`src/pfh_pkg.sv`:
```
// constants, field layouts and carrier types for the PHY packet framer
// assumes one clock domain and a synchronous active-high reset
package pfh_pkg;

	// ---------------------------------------------------------------
	// register map (byte addresses)
	// ---------------------------------------------------------------
	localparam logic [7:0]  OFF_NODE_ID   = 8'h00;
	localparam logic [7:0]  OFF_STATUS    = 8'h04;
	localparam logic [7:0]  OFF_TX_FIRST  = 8'h80;
	localparam logic [7:0]  OFF_TX_CONT   = 8'h84;
	localparam logic [7:0]  OFF_TX_COMMIT = 8'h8C;

	localparam int          NODE_LSB      = 0;
	localparam int          PHYID_LSB     = 16;
	localparam logic [15:0] NODE_RESET    = 16'h0000;
	localparam logic [5:0]  PHYID_RESET   = 6'h00;

	localparam int          ST_TX_PEND    = 0;
	localparam int          ST_TX_REFUSED = 1;
	localparam int          ST_HDR_ERR    = 2;
	localparam int          ST_RX_DROP    = 3;
	localparam int          ST_LINK_ON    = 4;
	localparam int          ST_FORCE_ROOT = 5;
	localparam int          ST_DISCARD    = 6;
	localparam int          ST_GAP_LSB    = 8;

	// ---------------------------------------------------------------
	// PHY packet first quadlet (bit 31 is the first bit on the wire)
	// ---------------------------------------------------------------
	localparam logic [31:0] UNFMT_CODE    = 32'h0000_00E0;
	localparam int          PK_ID_LSB     = 30;
	localparam int          PK_NODE_LSB   = 24;
	localparam int          PK_R_BIT      = 23;
	localparam int          PK_T_BIT      = 22;
	localparam int          PK_GAP_LSB    = 16;
	localparam int          PK_DEST_LSB   = 16;
	localparam logic [1:0]  ID_PHY_CFG    = 2'h0;
	localparam logic [1:0]  ID_LINK_ON    = 2'h1;
	localparam logic [5:0]  GAP_DEFAULT   = 6'h3F;
	localparam logic [1:0]  GAP_AGE_MAX   = 2'h2;

	// ---------------------------------------------------------------
	// receive token quadlet
	// ---------------------------------------------------------------
	localparam int          TOK_SPD_LSB   = 30;
	localparam int          TOK_CNT_LSB   = 16;
	localparam int          TOK_RES_LSB   = 12;
	localparam int          TOK_TC_LSB    = 4;
	localparam logic [3:0]  TCODE_SELFID  = 4'hE;
	localparam logic [3:0]  RES_PHY_PKT   = 4'h0;
	localparam logic [3:0]  ACK_COMPLETE  = 4'h1;
	localparam logic [3:0]  ACK_DATA_ERR  = 4'hD;
	localparam logic [1:0]  SPD_S100      = 2'h0;

	// ---------------------------------------------------------------
	// storage sizes
	// ---------------------------------------------------------------
	localparam int          TX_DEPTH      = 4;
	localparam int          TX_CW         = 3;
	localparam int          SID_DEPTH     = 16;
	localparam int          SID_CW        = 5;

	// ---------------------------------------------------------------
	// carriers
	// ---------------------------------------------------------------
	typedef struct packed {
		logic        valid;
		logic        first;
		logic        last;
		logic        selfid;
		logic [1:0]  speed;
		logic [3:0]  result;
		logic [31:0] data;
	} pfh_rx_beat_t;

	typedef struct packed {
		logic        valid;
		logic        last;
		logic [31:0] data;
	} pfh_tx_beat_t;

	typedef struct packed {
		logic        we;
		logic [31:0] data;
	} pfh_grq_wr_t;

endpackage

```
`src/pfh_pkt_check.sv`:
```
// decoder for a received two-quadlet PHY packet
// assumes q0 and q1 are the first and second quadlets as received
`timescale 1ns/1ps
module pfh_pkt_check
	import pfh_pkg::*;
(
	input  wire logic [31:0] q0,
	input  wire logic [31:0] q1,
	input  wire logic [15:0] node_id,
	input  wire logic [5:0]  target_node_id,
	output logic             inverse_ok,
	output logic             is_cfg,
	output logic             is_link_on,
	output logic             is_reserved,
	output logic             root_match,
	output logic             force_root_flag,
	output logic             gap_update,
	output logic [5:0]       gap,
	output logic             target_match,
	output logic             dest_match
);
	logic [5:0] node_field;

	always_comb begin
		node_field      = q0[PK_NODE_LSB +: 6];
		inverse_ok      = (q1 == ~q0);
		is_cfg          = (q0[PK_ID_LSB +: 2] == ID_PHY_CFG);
		is_link_on      = (q0[PK_ID_LSB +: 2] == ID_LINK_ON);
		force_root_flag = q0[PK_R_BIT];
		gap_update      = q0[PK_T_BIT];
		gap             = q0[PK_GAP_LSB +: 6];
		is_reserved     = is_cfg && !force_root_flag && !gap_update;
		root_match      = (node_field == target_node_id);
		target_match    = (node_field == target_node_id);
		// upper half looks like a destination id to the header check
		dest_match      = (q0[PK_DEST_LSB +: 16] == node_id);
	end
endmodule

```
`src/pfh_framer.sv`:
```
// PHY packet framer: transmit queue ports and PHY packet receive packing
// assumes the link receiver and transmitter run on ref_clk and hand over
// quadlets as beats; the general receive queue never refuses a write
//
// How it works
// - configuration packets carry identifier 00 in their top two bits.
// - root field names the node to force root; used only with R set.
// - with R set, force root only on the named node, else clear it.
// - with T set, load the gap count from the packet.
// - new gap count holds one bus reset, reverts to default on second.
// - configuration packet with R and T clear is ignored entirely.
// - upper half equal to our node id raises a header error.
// - link-on carries identifier 01, target id, fixed zero and one bits.
// - link-on target field names the addressed node.
// - self-id packets go out as token with code Eh, then all quadlets. The code keeps at most 16 and drops the rest.
// - token speed field carries reception speed; zero for self-id. The code loads the beat's speed for self-id packets too.
// - token quadlet count equals the quadlets that follow it.
// - token result field uses acknowledge code encoding.
// - PHY packet token has result 0000 and only the first quadlet.
// - second quadlet not inverse of first: drop packet, store nothing.
//
// Design decision made here: the address-and-strobe port.
`timescale 1ns/1ps
module pfh_framer
	import pfh_pkg::*;
(
	input  wire logic          ref_clk,
	input  wire logic          reset,
	input  wire logic [7:0]    addr,
	input  wire logic [31:0]   wdata,
	input  wire logic          wr,
	input  wire logic          rd,
	output logic [31:0]        rdata,
	input  wire pfh_rx_beat_t  rx_beat,
	input  wire logic          bus_reset,
	output pfh_grq_wr_t        grq_wr,
	output pfh_tx_beat_t       tx_beat,
	input  wire logic          tx_ready,
	output logic               force_root,
	output logic [5:0]         gap_count
);
	// ---------------------------------------------------------------
	// host side: node register, transmit queue, read data
	// ---------------------------------------------------------------
	typedef enum logic [1:0] {
		TX_IDLE = 2'b01,
		TX_SEND = 2'b10
	} pfh_tx_state_t;

	pfh_tx_state_t tx_state_ff, nxt_tx_state;
	logic [31:0]   tx_buf_ff [TX_DEPTH];
	logic [31:0]   nxt_tx_buf [TX_DEPTH];
	logic [TX_CW-1:0] tx_wcnt_ff, nxt_tx_wcnt;
	logic [TX_CW-1:0] tx_ridx_ff, nxt_tx_ridx;
	pfh_tx_beat_t  tx_beat_ff, nxt_tx_beat;
	logic          tx_refused_ff, nxt_tx_refused;
	logic [15:0]   node_id_ff, nxt_node_id;
	logic [5:0]    target_node_id_ff, nxt_target_node_id;
	logic [31:0]   rdata_ff, nxt_rdata;
	logic [31:0]   status;
	logic          st_clr;
	logic          wr_first, wr_cont, wr_commit;

	// receive-side state read by the host side
	logic          hdr_err_ff, rx_drop_ff, link_on_ff, discard_ff;
	logic          force_root_ff;
	logic [5:0]    gap_ff;

	always_comb begin
		st_clr    = wr && (addr == OFF_STATUS);
		wr_first  = wr && (addr == OFF_TX_FIRST);
		wr_cont   = wr && (addr == OFF_TX_CONT);
		wr_commit = wr && (addr == OFF_TX_COMMIT);
		status    = '0;
		status[ST_TX_PEND]          = (tx_state_ff == TX_SEND);
		status[ST_TX_REFUSED]       = tx_refused_ff;
		status[ST_HDR_ERR]          = hdr_err_ff;
		status[ST_RX_DROP]          = rx_drop_ff;
		status[ST_LINK_ON]          = link_on_ff;
		status[ST_FORCE_ROOT]       = force_root_ff;
		status[ST_DISCARD]          = discard_ff;
		status[ST_GAP_LSB +: 6]     = gap_ff;
	end

	always_comb begin
		nxt_tx_state   = tx_state_ff;
		nxt_tx_buf     = tx_buf_ff;
		nxt_tx_wcnt    = tx_wcnt_ff;
		nxt_tx_ridx    = tx_ridx_ff;
		nxt_tx_beat    = tx_beat_ff;
		nxt_tx_refused = tx_refused_ff && !(st_clr && wdata[ST_TX_REFUSED]);
		nxt_node_id    = node_id_ff;
		nxt_target_node_id     = target_node_id_ff;
		nxt_rdata      = '0;
		if (wr && (addr == OFF_NODE_ID)) begin
			nxt_node_id = wdata[NODE_LSB +: 16];
			nxt_target_node_id  = wdata[PHYID_LSB +: 6];
		end
		if (rd) begin
			case (addr)
				OFF_NODE_ID: nxt_rdata = {10'h000, target_node_id_ff, node_id_ff};
				OFF_STATUS:  nxt_rdata = status;
				default:     nxt_rdata = '0;
			endcase
		end
		case (tx_state_ff)
			TX_IDLE: begin
				// queue is frozen while a packet drains; writes then refused
				if (wr_first) begin
					nxt_tx_buf[0] = wdata;
					nxt_tx_wcnt   = TX_CW'(1);
				end else if (wr_cont || wr_commit) begin
					if (tx_wcnt_ff < TX_CW'(TX_DEPTH)) begin
						nxt_tx_buf[tx_wcnt_ff[1:0]] = wdata;
						nxt_tx_wcnt = tx_wcnt_ff + TX_CW'(1);
					end else begin
						nxt_tx_refused = 1'b1;
					end
					if (wr_commit) begin
						nxt_tx_state = TX_SEND;
						nxt_tx_ridx  = '0;
					end
				end
			end
			TX_SEND: begin
				if (wr_first || wr_cont || wr_commit) begin
					nxt_tx_refused = 1'b1;
				end
				if (!tx_beat_ff.valid || tx_ready) begin
					if (tx_ridx_ff < tx_wcnt_ff) begin
						nxt_tx_beat.valid = 1'b1;
						nxt_tx_beat.last  =
							(tx_ridx_ff == tx_wcnt_ff - TX_CW'(1));
						nxt_tx_beat.data  = tx_buf_ff[tx_ridx_ff[1:0]];
						nxt_tx_ridx       = tx_ridx_ff + TX_CW'(1);
					end else begin
						nxt_tx_beat  = '0;
						nxt_tx_wcnt  = '0;
						nxt_tx_state = TX_IDLE;
					end
				end
			end
			default: begin
				nxt_tx_state = TX_IDLE;
				nxt_tx_beat  = '0;
			end
		endcase
	end

	always_ff @(posedge ref_clk) begin
		if (reset) begin
			tx_state_ff   <= TX_IDLE;
			tx_buf_ff     <= '{default: '0};
			tx_wcnt_ff    <= '0;
			tx_ridx_ff    <= '0;
			tx_beat_ff    <= '0;
			tx_refused_ff <= 1'b0;
			node_id_ff    <= NODE_RESET;
			target_node_id_ff     <= PHYID_RESET;
			rdata_ff      <= '0;
		end else begin
			tx_state_ff   <= nxt_tx_state;
			tx_buf_ff     <= nxt_tx_buf;
			tx_wcnt_ff    <= nxt_tx_wcnt;
			tx_ridx_ff    <= nxt_tx_ridx;
			tx_beat_ff    <= nxt_tx_beat;
			tx_refused_ff <= nxt_tx_refused;
			node_id_ff    <= nxt_node_id;
			target_node_id_ff     <= nxt_target_node_id;
			rdata_ff      <= nxt_rdata;
		end
	end

	// ---------------------------------------------------------------
	// receive side: self-id and PHY packet packing
	// ---------------------------------------------------------------
	typedef enum logic [3:0] {
		RX_IDLE   = 4'b0001,
		RX_SELFID = 4'b0010,
		RX_PHYQ1  = 4'b0100,
		RX_EMIT   = 4'b1000
	} pfh_rx_state_t;

	pfh_rx_state_t rx_state_ff, nxt_rx_state;
	logic [31:0]   sid_buf_ff [SID_DEPTH];
	logic [31:0]   nxt_sid_buf [SID_DEPTH];
	logic [SID_CW-1:0] sid_cnt_ff, nxt_sid_cnt, emit_idx_ff, nxt_emit_idx;
	logic [1:0]    spd_ff, nxt_spd;
	logic [3:0]    res_ff, nxt_res;
	logic          ovf_ff, nxt_ovf;
	logic [31:0]   q0_ff, nxt_q0;
	pfh_grq_wr_t   grq_ff, nxt_grq;
	logic [1:0]    gap_age_ff, nxt_gap_age;
	logic [5:0]    nxt_gap;
	logic          nxt_force_root, nxt_hdr_err, nxt_rx_drop;
	logic          nxt_link_on, nxt_discard;
	logic [31:0]   token, emit_src;
	logic          ck_inv, ck_cfg, ck_lon, ck_rsv, ck_root, ck_r, ck_t;
	logic          ck_tgt, ck_dest, q1_beat;
	logic [5:0]    ck_gap;

	pfh_pkt_check u_check (
		.q0              (q0_ff),
		.q1              (rx_beat.data),
		.node_id         (node_id_ff),
		.target_node_id          (target_node_id_ff),
		.inverse_ok      (ck_inv),
		.is_cfg          (ck_cfg),
		.is_link_on      (ck_lon),
		.is_reserved     (ck_rsv),
		.root_match      (ck_root),
		.force_root_flag (ck_r),
		.gap_update      (ck_t),
		.gap             (ck_gap),
		.target_match    (ck_tgt),
		.dest_match      (ck_dest)
	);

	always_comb begin
		q1_beat  = (rx_state_ff == RX_PHYQ1) && rx_beat.valid;
		token    = '0;
		token[TOK_SPD_LSB +: 2]      = spd_ff;
		token[TOK_CNT_LSB +: SID_CW] = sid_cnt_ff;
		token[TOK_RES_LSB +: 4]      = res_ff;
		token[TOK_TC_LSB +: 4]       = TCODE_SELFID;
		emit_src = (emit_idx_ff == '0) ? token
			: sid_buf_ff[4'(emit_idx_ff - SID_CW'(1))];
	end

	always_comb begin
		nxt_rx_state   = rx_state_ff;
		nxt_sid_buf    = sid_buf_ff;
		nxt_sid_cnt    = sid_cnt_ff;
		nxt_emit_idx   = emit_idx_ff;
		nxt_spd        = spd_ff;
		nxt_res        = res_ff;
		nxt_ovf        = ovf_ff;
		nxt_q0         = q0_ff;
		nxt_grq        = '0;
		nxt_gap        = gap_ff;
		nxt_gap_age    = gap_age_ff;
		nxt_force_root = force_root_ff;
		// sticky flags: a new event in the clearing cycle wins
		nxt_hdr_err = hdr_err_ff && !(st_clr && wdata[ST_HDR_ERR]);
		nxt_rx_drop = rx_drop_ff && !(st_clr && wdata[ST_RX_DROP]);
		nxt_link_on = link_on_ff && !(st_clr && wdata[ST_LINK_ON]);
		nxt_discard = discard_ff && !(st_clr && wdata[ST_DISCARD]);
		if (bus_reset && (gap_age_ff != GAP_AGE_MAX)) begin
			nxt_gap_age = gap_age_ff + 2'h1;
			if (gap_age_ff == 2'h1) begin
				nxt_gap = GAP_DEFAULT;
			end
		end
		case (rx_state_ff)
			RX_IDLE: begin
				if (rx_beat.valid && rx_beat.first) begin
					nxt_spd = rx_beat.speed;
					if (rx_beat.selfid) begin
						nxt_sid_buf[0] = rx_beat.data;
						nxt_sid_cnt    = SID_CW'(1);
						nxt_ovf        = 1'b0;
						nxt_res        = rx_beat.result;
						nxt_emit_idx   = '0;
						nxt_rx_state   = rx_beat.last ? RX_EMIT : RX_SELFID;
					end else begin
						nxt_q0       = rx_beat.data;
						nxt_rx_state = RX_PHYQ1;
					end
				end else if (rx_beat.valid) begin
					nxt_rx_drop = 1'b1;
				end
			end
			RX_SELFID: begin
				if (rx_beat.valid) begin
					// a full buffer truncates the list and marks a data error
					if (sid_cnt_ff < SID_CW'(SID_DEPTH)) begin
						nxt_sid_buf[sid_cnt_ff[3:0]] = rx_beat.data;
						nxt_sid_cnt = sid_cnt_ff + SID_CW'(1);
					end else begin
						nxt_ovf = 1'b1;
					end
					if (rx_beat.last) begin
						nxt_res = (ovf_ff || !(sid_cnt_ff < SID_CW'(SID_DEPTH)))
							? ACK_DATA_ERR : rx_beat.result;
						nxt_rx_state = RX_EMIT;
					end
				end
			end
			RX_PHYQ1: begin
				if (rx_beat.valid) begin
					nxt_rx_state = RX_IDLE;
					if (!ck_inv) begin
						nxt_discard = 1'b1;
					end else if (ck_rsv) begin
						nxt_rx_state = RX_IDLE;
					end else begin
						if (ck_dest) begin
							nxt_hdr_err = 1'b1;
						end
						if (ck_cfg) begin
							if (ck_r) begin
								nxt_force_root = ck_root;
							end
							if (ck_t) begin
								nxt_gap     = ck_gap;
								nxt_gap_age = '0;
							end
						end else if (ck_lon && ck_tgt) begin
							nxt_link_on = 1'b1;
						end
						nxt_sid_buf[0] = q0_ff;
						nxt_sid_cnt    = SID_CW'(1);
						nxt_res        = RES_PHY_PKT;
						nxt_emit_idx   = '0;
						nxt_rx_state   = RX_EMIT;
					end
				end
			end
			RX_EMIT: begin
				if (rx_beat.valid) begin
					nxt_rx_drop = 1'b1;
				end
				nxt_grq.we   = 1'b1;
				nxt_grq.data = emit_src;
				nxt_emit_idx = emit_idx_ff + SID_CW'(1);
				if (emit_idx_ff == sid_cnt_ff) begin
					nxt_rx_state = RX_IDLE;
				end
			end
			default: nxt_rx_state = RX_IDLE;
		endcase
	end

	always_ff @(posedge ref_clk) begin
		if (reset) begin
			rx_state_ff   <= RX_IDLE;
			sid_buf_ff    <= '{default: '0};
			sid_cnt_ff    <= '0;
			emit_idx_ff   <= '0;
			spd_ff        <= SPD_S100;
			res_ff        <= ACK_COMPLETE;
			ovf_ff        <= 1'b0;
			q0_ff         <= '0;
			grq_ff        <= '0;
			gap_ff        <= GAP_DEFAULT;
			gap_age_ff    <= GAP_AGE_MAX;
			force_root_ff <= 1'b0;
			hdr_err_ff    <= 1'b0;
			rx_drop_ff    <= 1'b0;
			link_on_ff    <= 1'b0;
			discard_ff    <= 1'b0;
		end else begin
			rx_state_ff   <= nxt_rx_state;
			sid_buf_ff    <= nxt_sid_buf;
			sid_cnt_ff    <= nxt_sid_cnt;
			emit_idx_ff   <= nxt_emit_idx;
			spd_ff        <= nxt_spd;
			res_ff        <= nxt_res;
			ovf_ff        <= nxt_ovf;
			q0_ff         <= nxt_q0;
			grq_ff        <= nxt_grq;
			gap_ff        <= nxt_gap;
			gap_age_ff    <= nxt_gap_age;
			force_root_ff <= nxt_force_root;
			hdr_err_ff    <= nxt_hdr_err;
			rx_drop_ff    <= nxt_rx_drop;
			link_on_ff    <= nxt_link_on;
			discard_ff    <= nxt_discard;
		end
	end

	always_comb begin
		rdata      = rdata_ff;
		tx_beat    = tx_beat_ff;
		grq_wr     = grq_ff;
		force_root = force_root_ff;
		gap_count  = gap_ff;
	end

	// ---------------------------------------------------------------
	// checks
	// ---------------------------------------------------------------
	property p_discard;
		@(posedge ref_clk) disable iff (reset)
		(q1_beat && !ck_inv) |=> (!grq_ff.we && rx_state_ff == RX_IDLE);
	endproperty
	a_discard: assert property (p_discard)
		else $error("bad PHY packet was not discarded");

	property p_reserved;
		@(posedge ref_clk) disable iff (reset)
		(q1_beat && ck_inv && ck_rsv && !bus_reset)
			|=> $stable(gap_ff) && $stable(force_root_ff) ##1 !grq_ff.we;
	endproperty
	a_reserved: assert property (p_reserved)
		else $error("reserved config packet had an effect");

	property p_gap_load;
		@(posedge ref_clk) disable iff (reset)
		(q1_beat && ck_inv && ck_cfg && ck_t) |=> gap_ff == $past(ck_gap);
	endproperty
	a_gap_load: assert property (p_gap_load)
		else $error("gap count not loaded from packet");

	property p_force_root;
		@(posedge ref_clk) disable iff (reset)
		(q1_beat && ck_inv && ck_cfg && ck_r)
			|=> force_root_ff == $past(ck_root);
	endproperty
	a_force_root: assert property (p_force_root)
		else $error("force root not set from root field");

	property p_gap_revert;
		@(posedge ref_clk) disable iff (reset)
		(bus_reset && gap_age_ff == 2'h1 && !q1_beat)
			|=> gap_ff == GAP_DEFAULT;
	endproperty
	a_gap_revert: assert property (p_gap_revert)
		else $error("gap count did not revert on second bus reset");

	property p_phy_token;
		@(posedge ref_clk) disable iff (reset)
		(rx_state_ff == RX_EMIT && emit_idx_ff == '0 && res_ff == RES_PHY_PKT)
			|=> grq_ff.we && grq_ff.data[TOK_RES_LSB +: 4] == 4'h0
			&& grq_ff.data[TOK_CNT_LSB +: SID_CW] == SID_CW'(1)
			##1 grq_ff.we ##1 !grq_ff.we;
	endproperty
	a_phy_token: assert property (p_phy_token)
		else $error("PHY packet token or length wrong");

	property p_token_code;
		@(posedge ref_clk) disable iff (reset)
		$rose(grq_ff.we) |-> grq_ff.data[TOK_TC_LSB +: 4] == TCODE_SELFID;
	endproperty
	a_token_code: assert property (p_token_code)
		else $error("first queue write is not a token");

	property p_order;
		@(posedge ref_clk) disable iff (reset)
		(rx_state_ff == RX_EMIT && emit_idx_ff != '0)
			|=> grq_ff.we && grq_ff.data == $past(emit_src);
	endproperty
	a_order: assert property (p_order)
		else $error("self-id quadlet out of order");

	property p_commit_only;
		@(posedge ref_clk) disable iff (reset)
		(tx_state_ff == TX_IDLE && (wr_first || wr_cont))
			|=> tx_state_ff == TX_IDLE && !tx_beat_ff.valid;
	endproperty
	a_commit_only: assert property (p_commit_only)
		else $error("packet sent without commit write");

	property p_hdr_err;
		@(posedge ref_clk) disable iff (reset)
		(q1_beat && ck_inv && !ck_rsv && ck_dest) |=> hdr_err_ff;
	endproperty
	a_hdr_err: assert property (p_hdr_err)
		else $error("header error not raised");
endmodule

```
`config.mk`:
```
export PLATFORM = sky130hd
export DESIGN_NAME = pfh_framer
export DESIGN_NICKNAME = d
export VERILOG_FILES = /design/src/pfh_pkg.sv /design/src/pfh_pkt_check.sv /design/src/pfh_framer.sv
export SDC_FILE = /design/constraint.sdc
export NUM_CORES = 2
export LEC_CHECK = 0
export BUFFER_PORTS_ARGS = -buffer_cell sky130_fd_sc_hd__buf_2
export CAP_MARGIN = 20
export CORE_ASPECT_RATIO = 1.5
export CORE_UTILIZATION = 55
export CTS_CLUSTER_SIZE = 8
export DETAILED_ROUTE_END_ITERATION = 16
export GPL_ROUTABILITY_DRIVEN = 0
export GPL_TIMING_DRIVEN = 1
export PLACE_DENSITY = 0.79
export RECOVER_POWER = 25
export SLEW_MARGIN = 20
export SYNTH_ARGS = -nofsm -noshare
export SYNTH_HDL_FRONTEND = slang
export SYNTH_SLANG_ARGS = --single-unit
```
`constraint.sdc`:
```
create_clock -name ref_clk -period 5.5 [get_ports ref_clk]
set_input_delay 0.825 -clock ref_clk [delete_from_list [all_inputs] [get_ports ref_clk]]
set_output_delay 0.825 -clock ref_clk [all_outputs]
set_load 0.01 [all_outputs]
```
==> results.md <==
* Fill cells at roughly 5000
* Area occupied by multi-input gates at 16700 sq um
* Clk slew on worst S/H paths at roughly 0.06 ns
* Initial antenna violation count at 12
* Clock latency on the worst-skew pair at ~0.69 ns
* Final wirelength at roughly 110000 um
* Synth area leader: dfxtp_1
* Fin Setup TNS at 0 ns
* Core footprint at between 60000 and 70000 sq um
* Ys async rst share at 0
* Req. time, crit path at about 6 ns
* Synthesized instance count at between 4000 and 5000
* Critical path peak fanout at 18
* Placed cells at 4696
* Die Span X at 207 um
* Via density at 6.25
* Main synth FF type: dfxtp_1
* PwrDens at 338 nW/um^2
* Tightest Pin Transition at 2.42 ns
* Vias in the first global route at roughly 29000
* Worst hold path class: in2reg
* I/O pins at between 150 and 200
* Std cell rows at 112
* Routed Antenna Nets at 0
* Worst path max stage delay at 1.00 ns
* NumNets Final at 4121
* Crit path cell chain: clkbuf_1, xnor2_1, nor4_1, nand4_1, nor3_1, o21ai_1, o21ai_0, o21ba_2
* Failing checks: capacitance limit, slew limit
* Maximum VDD drop at between 0.2 and 0.3 mV
* Startpoint Class: input port
* Die area at 64200 sq um
* Crit path kind: in2reg
* Area Growth Syn to Fin at 11.0%
* CP max-delay cell: nor3_1
* FF/Latch Area at roughly 17000 sq um
* #FFs+latches synth at 826
* Final Hold Vio Count at 0
* Drc violations at 0
* Post-layout min period at between 4 and 5 ns
* Detail Placement HPWL at around 66000 um
* R2r setup slk at 1.57 ns
* First-pass GRT wire length at approximately 170000 um
* H-tree depth at 3
* Vias after detailed routing at 30200
* Post-Synthesis Cell Area at approximately 35000 sq um
* RSZ-0062 raised after global routing: false
* Starting DRT DRC Count at 3639
* First drt pass iteration count at 8
* Final Skew at ~0.021 ns
* Total track usage at 0.331
* Hold_buf cts at 0
* Slew Limit Fails at 357
* Slew margin rel. at -0.612
* Routed WL per cell at roughly 22 um
* Largest net degree at the start of global routing at roughly 250
* Yosys warns at 0
* Period utilization at 0.802
* Max Clk Rate at ~230 MHz
* Register area share after synthesis at 0.476
* # resized after CTS at 0
* Crit path DAT at 4.99 ns
* Final setup fails at 0
* Non-Filler Instances at 4829
* CTS tree: built
* Clock Tree Buf Depth at 3
* TritonCTS Buffers at roughly 110
* Ranking of synthesized cells by area: dfxtp_1 (48%), nand2_1 (15%), mux4_2 (11%)
* Synth unique cells at 65
* # port buffers at approximately 180
* Status: finished with violations
* Root buffer cell: clkbuf_16
* Max Cap Violations at 4
* Synthesized area per cell at 8.62 sq um
* Hold WS at between 0.3 and 0.4 ns
* Crit end category: flip-flop
* CTS Sinks at 826
* Starting Density at 0.557
* GR Overflow Total at 0
* Die Height at roughly 310 um
* Leakage power at roughly 12 nW
* Top cell type's share of synthesized area at 0.476
* Post-CTS setup buffer count at 0
* EDFF count, synth at 0
* Layout cells sized above 1 at 0.121
==> path summary, 6_finish.rpt <==
check                                                start                          end  cells past startpoint
worst max-delay path                            rx_beat[5]  emit_idx_ff[3]$_SDFFE_PP0P_                      8
worst min-delay path                           rx_beat[37]       spd_ff[1]$_SDFFE_PP0P_                      3
worst min register to register  tx_buf_ff[91]$_SDFFE_PP0P_   tx_buf_ff[91]$_SDFFE_PP0P_                      2
worst max register to register      q0_ff[24]$_SDFFE_PP0P_  emit_idx_ff[3]$_SDFFE_PP0P_                      7
==> worst max-delay path, delay by kind of cell <==
kind,cells,cell delay [ns]
AO/OA/AOI/OAI,3,1.41
XOR/XNOR,1,0.50
buffers and inverters,1,0.65
AND/OR/NAND/NOR,3,1.59
==> per-stage QoR <==
stage          power [mW]  worst slack [ns]  utilization  instance area [sq um]
2_1_floorplan        6.77              1.65            -                  34800
3_3_place_gp         7.01              1.73        0.573                  35700
3_5_place_dp         7.02              1.73        0.573                  35700
4_1_cts              13.0              1.95        0.621                  38700
5_1_grt              13.4             0.908        0.618                  38500
6_report             13.0              1.09        0.618                  38600
==> synth_stat cells, drive strengths merged (6+ instances only) <==
cell type	count
mux2i	35
a22oi	67
nand2b	7
and3	7
nor2	94
inv	18
buf	112
o2bb2ai	32
nor2b	22
a21oi	698
nor4	13
xnor2	58
ha	20
and2	11
a211oi	41
o21ai	28
or3	6
nand2	1368
nor3	19
dfxtp	826
nand3	23
xor2	8
clkbuf	273
nor3b	9
mux4	174
nand4	13
==> cell families (layout without fill, tap and decap cells) <==
group           after synthesis  after routing  synth area share
buf+inv                     403            385            0.0481
fa+ha+maj                    20             20           0.00720
mux                         210            210             0.123
other cells                   1             21          0.000108
simple gates               1614           1614             0.187
flops                       826            826             0.476
xor+xnor                     66             66            0.0166
compound gates              889            889             0.141
==> placed cells by master (no fill, tap or decap), types with 12 or more instances in the layout <==
cell type,synthesis,routed
a211oi_1,41,41
mux4_2,174,174
nand3_1,23,20
nand4_1,13,13
ha_1,20,19
clkbuf_16,0,113
nor4_1,12,12
nand2_1,1368,1368
xnor2_1,58,56
nor2_2,2,15
nor2_1,92,79
buf_4,13,55
o2bb2ai_1,32,32
nor3_1,18,16
dfxtp_1,826,824
mux2i_1,35,35
inv_1,18,18
buf_2,83,85
a22oi_1,67,67
o21ai_0,26,26
nor2b_1,22,21
a21oi_1,697,697
clkbuf_1,268,99
==> area by class of cell <==
type                       instances  area share
sequential                       826       0.429
clock buffer                     114      0.0734
timing repair buffer             245      0.0337
antenna                           11    0.000714
inverter                          18     0.00175
clock inverter                     8     0.00344
tap                              798      0.0259
multi-input combinational       2809       0.432
==> state kept, by name, summed over array words and instances (netlist names), 5 cells and up <==
register	count
emit_idx_ff	5
gap_count	6
grq_wr	33
node_id_ff	16
q0_ff	32
rdata	22
sid_buf_ff	512
sid_cnt_ff	5
target_node_id_ff	6
tx_beat	34
tx_buf_ff	128
==> metal layers <==
metal	vias up	share of wire	global-route usage
met4	8	0.071	0.247
li1	13500	-	-
met3	416	0.091	0.0637
met5	-	0.00048	0
met1	14500	0.35	0.370
met2	1663	0.48	0.564
==> power breakdown <==
group / switching [mW] / internal (mW)
logic: 0.569 / 0.235
registers: 0.0653 / 6.05
clock network: 2.51 / 3.60
total: 3.15 / 9.88
(Power assumes the default switching activity.)
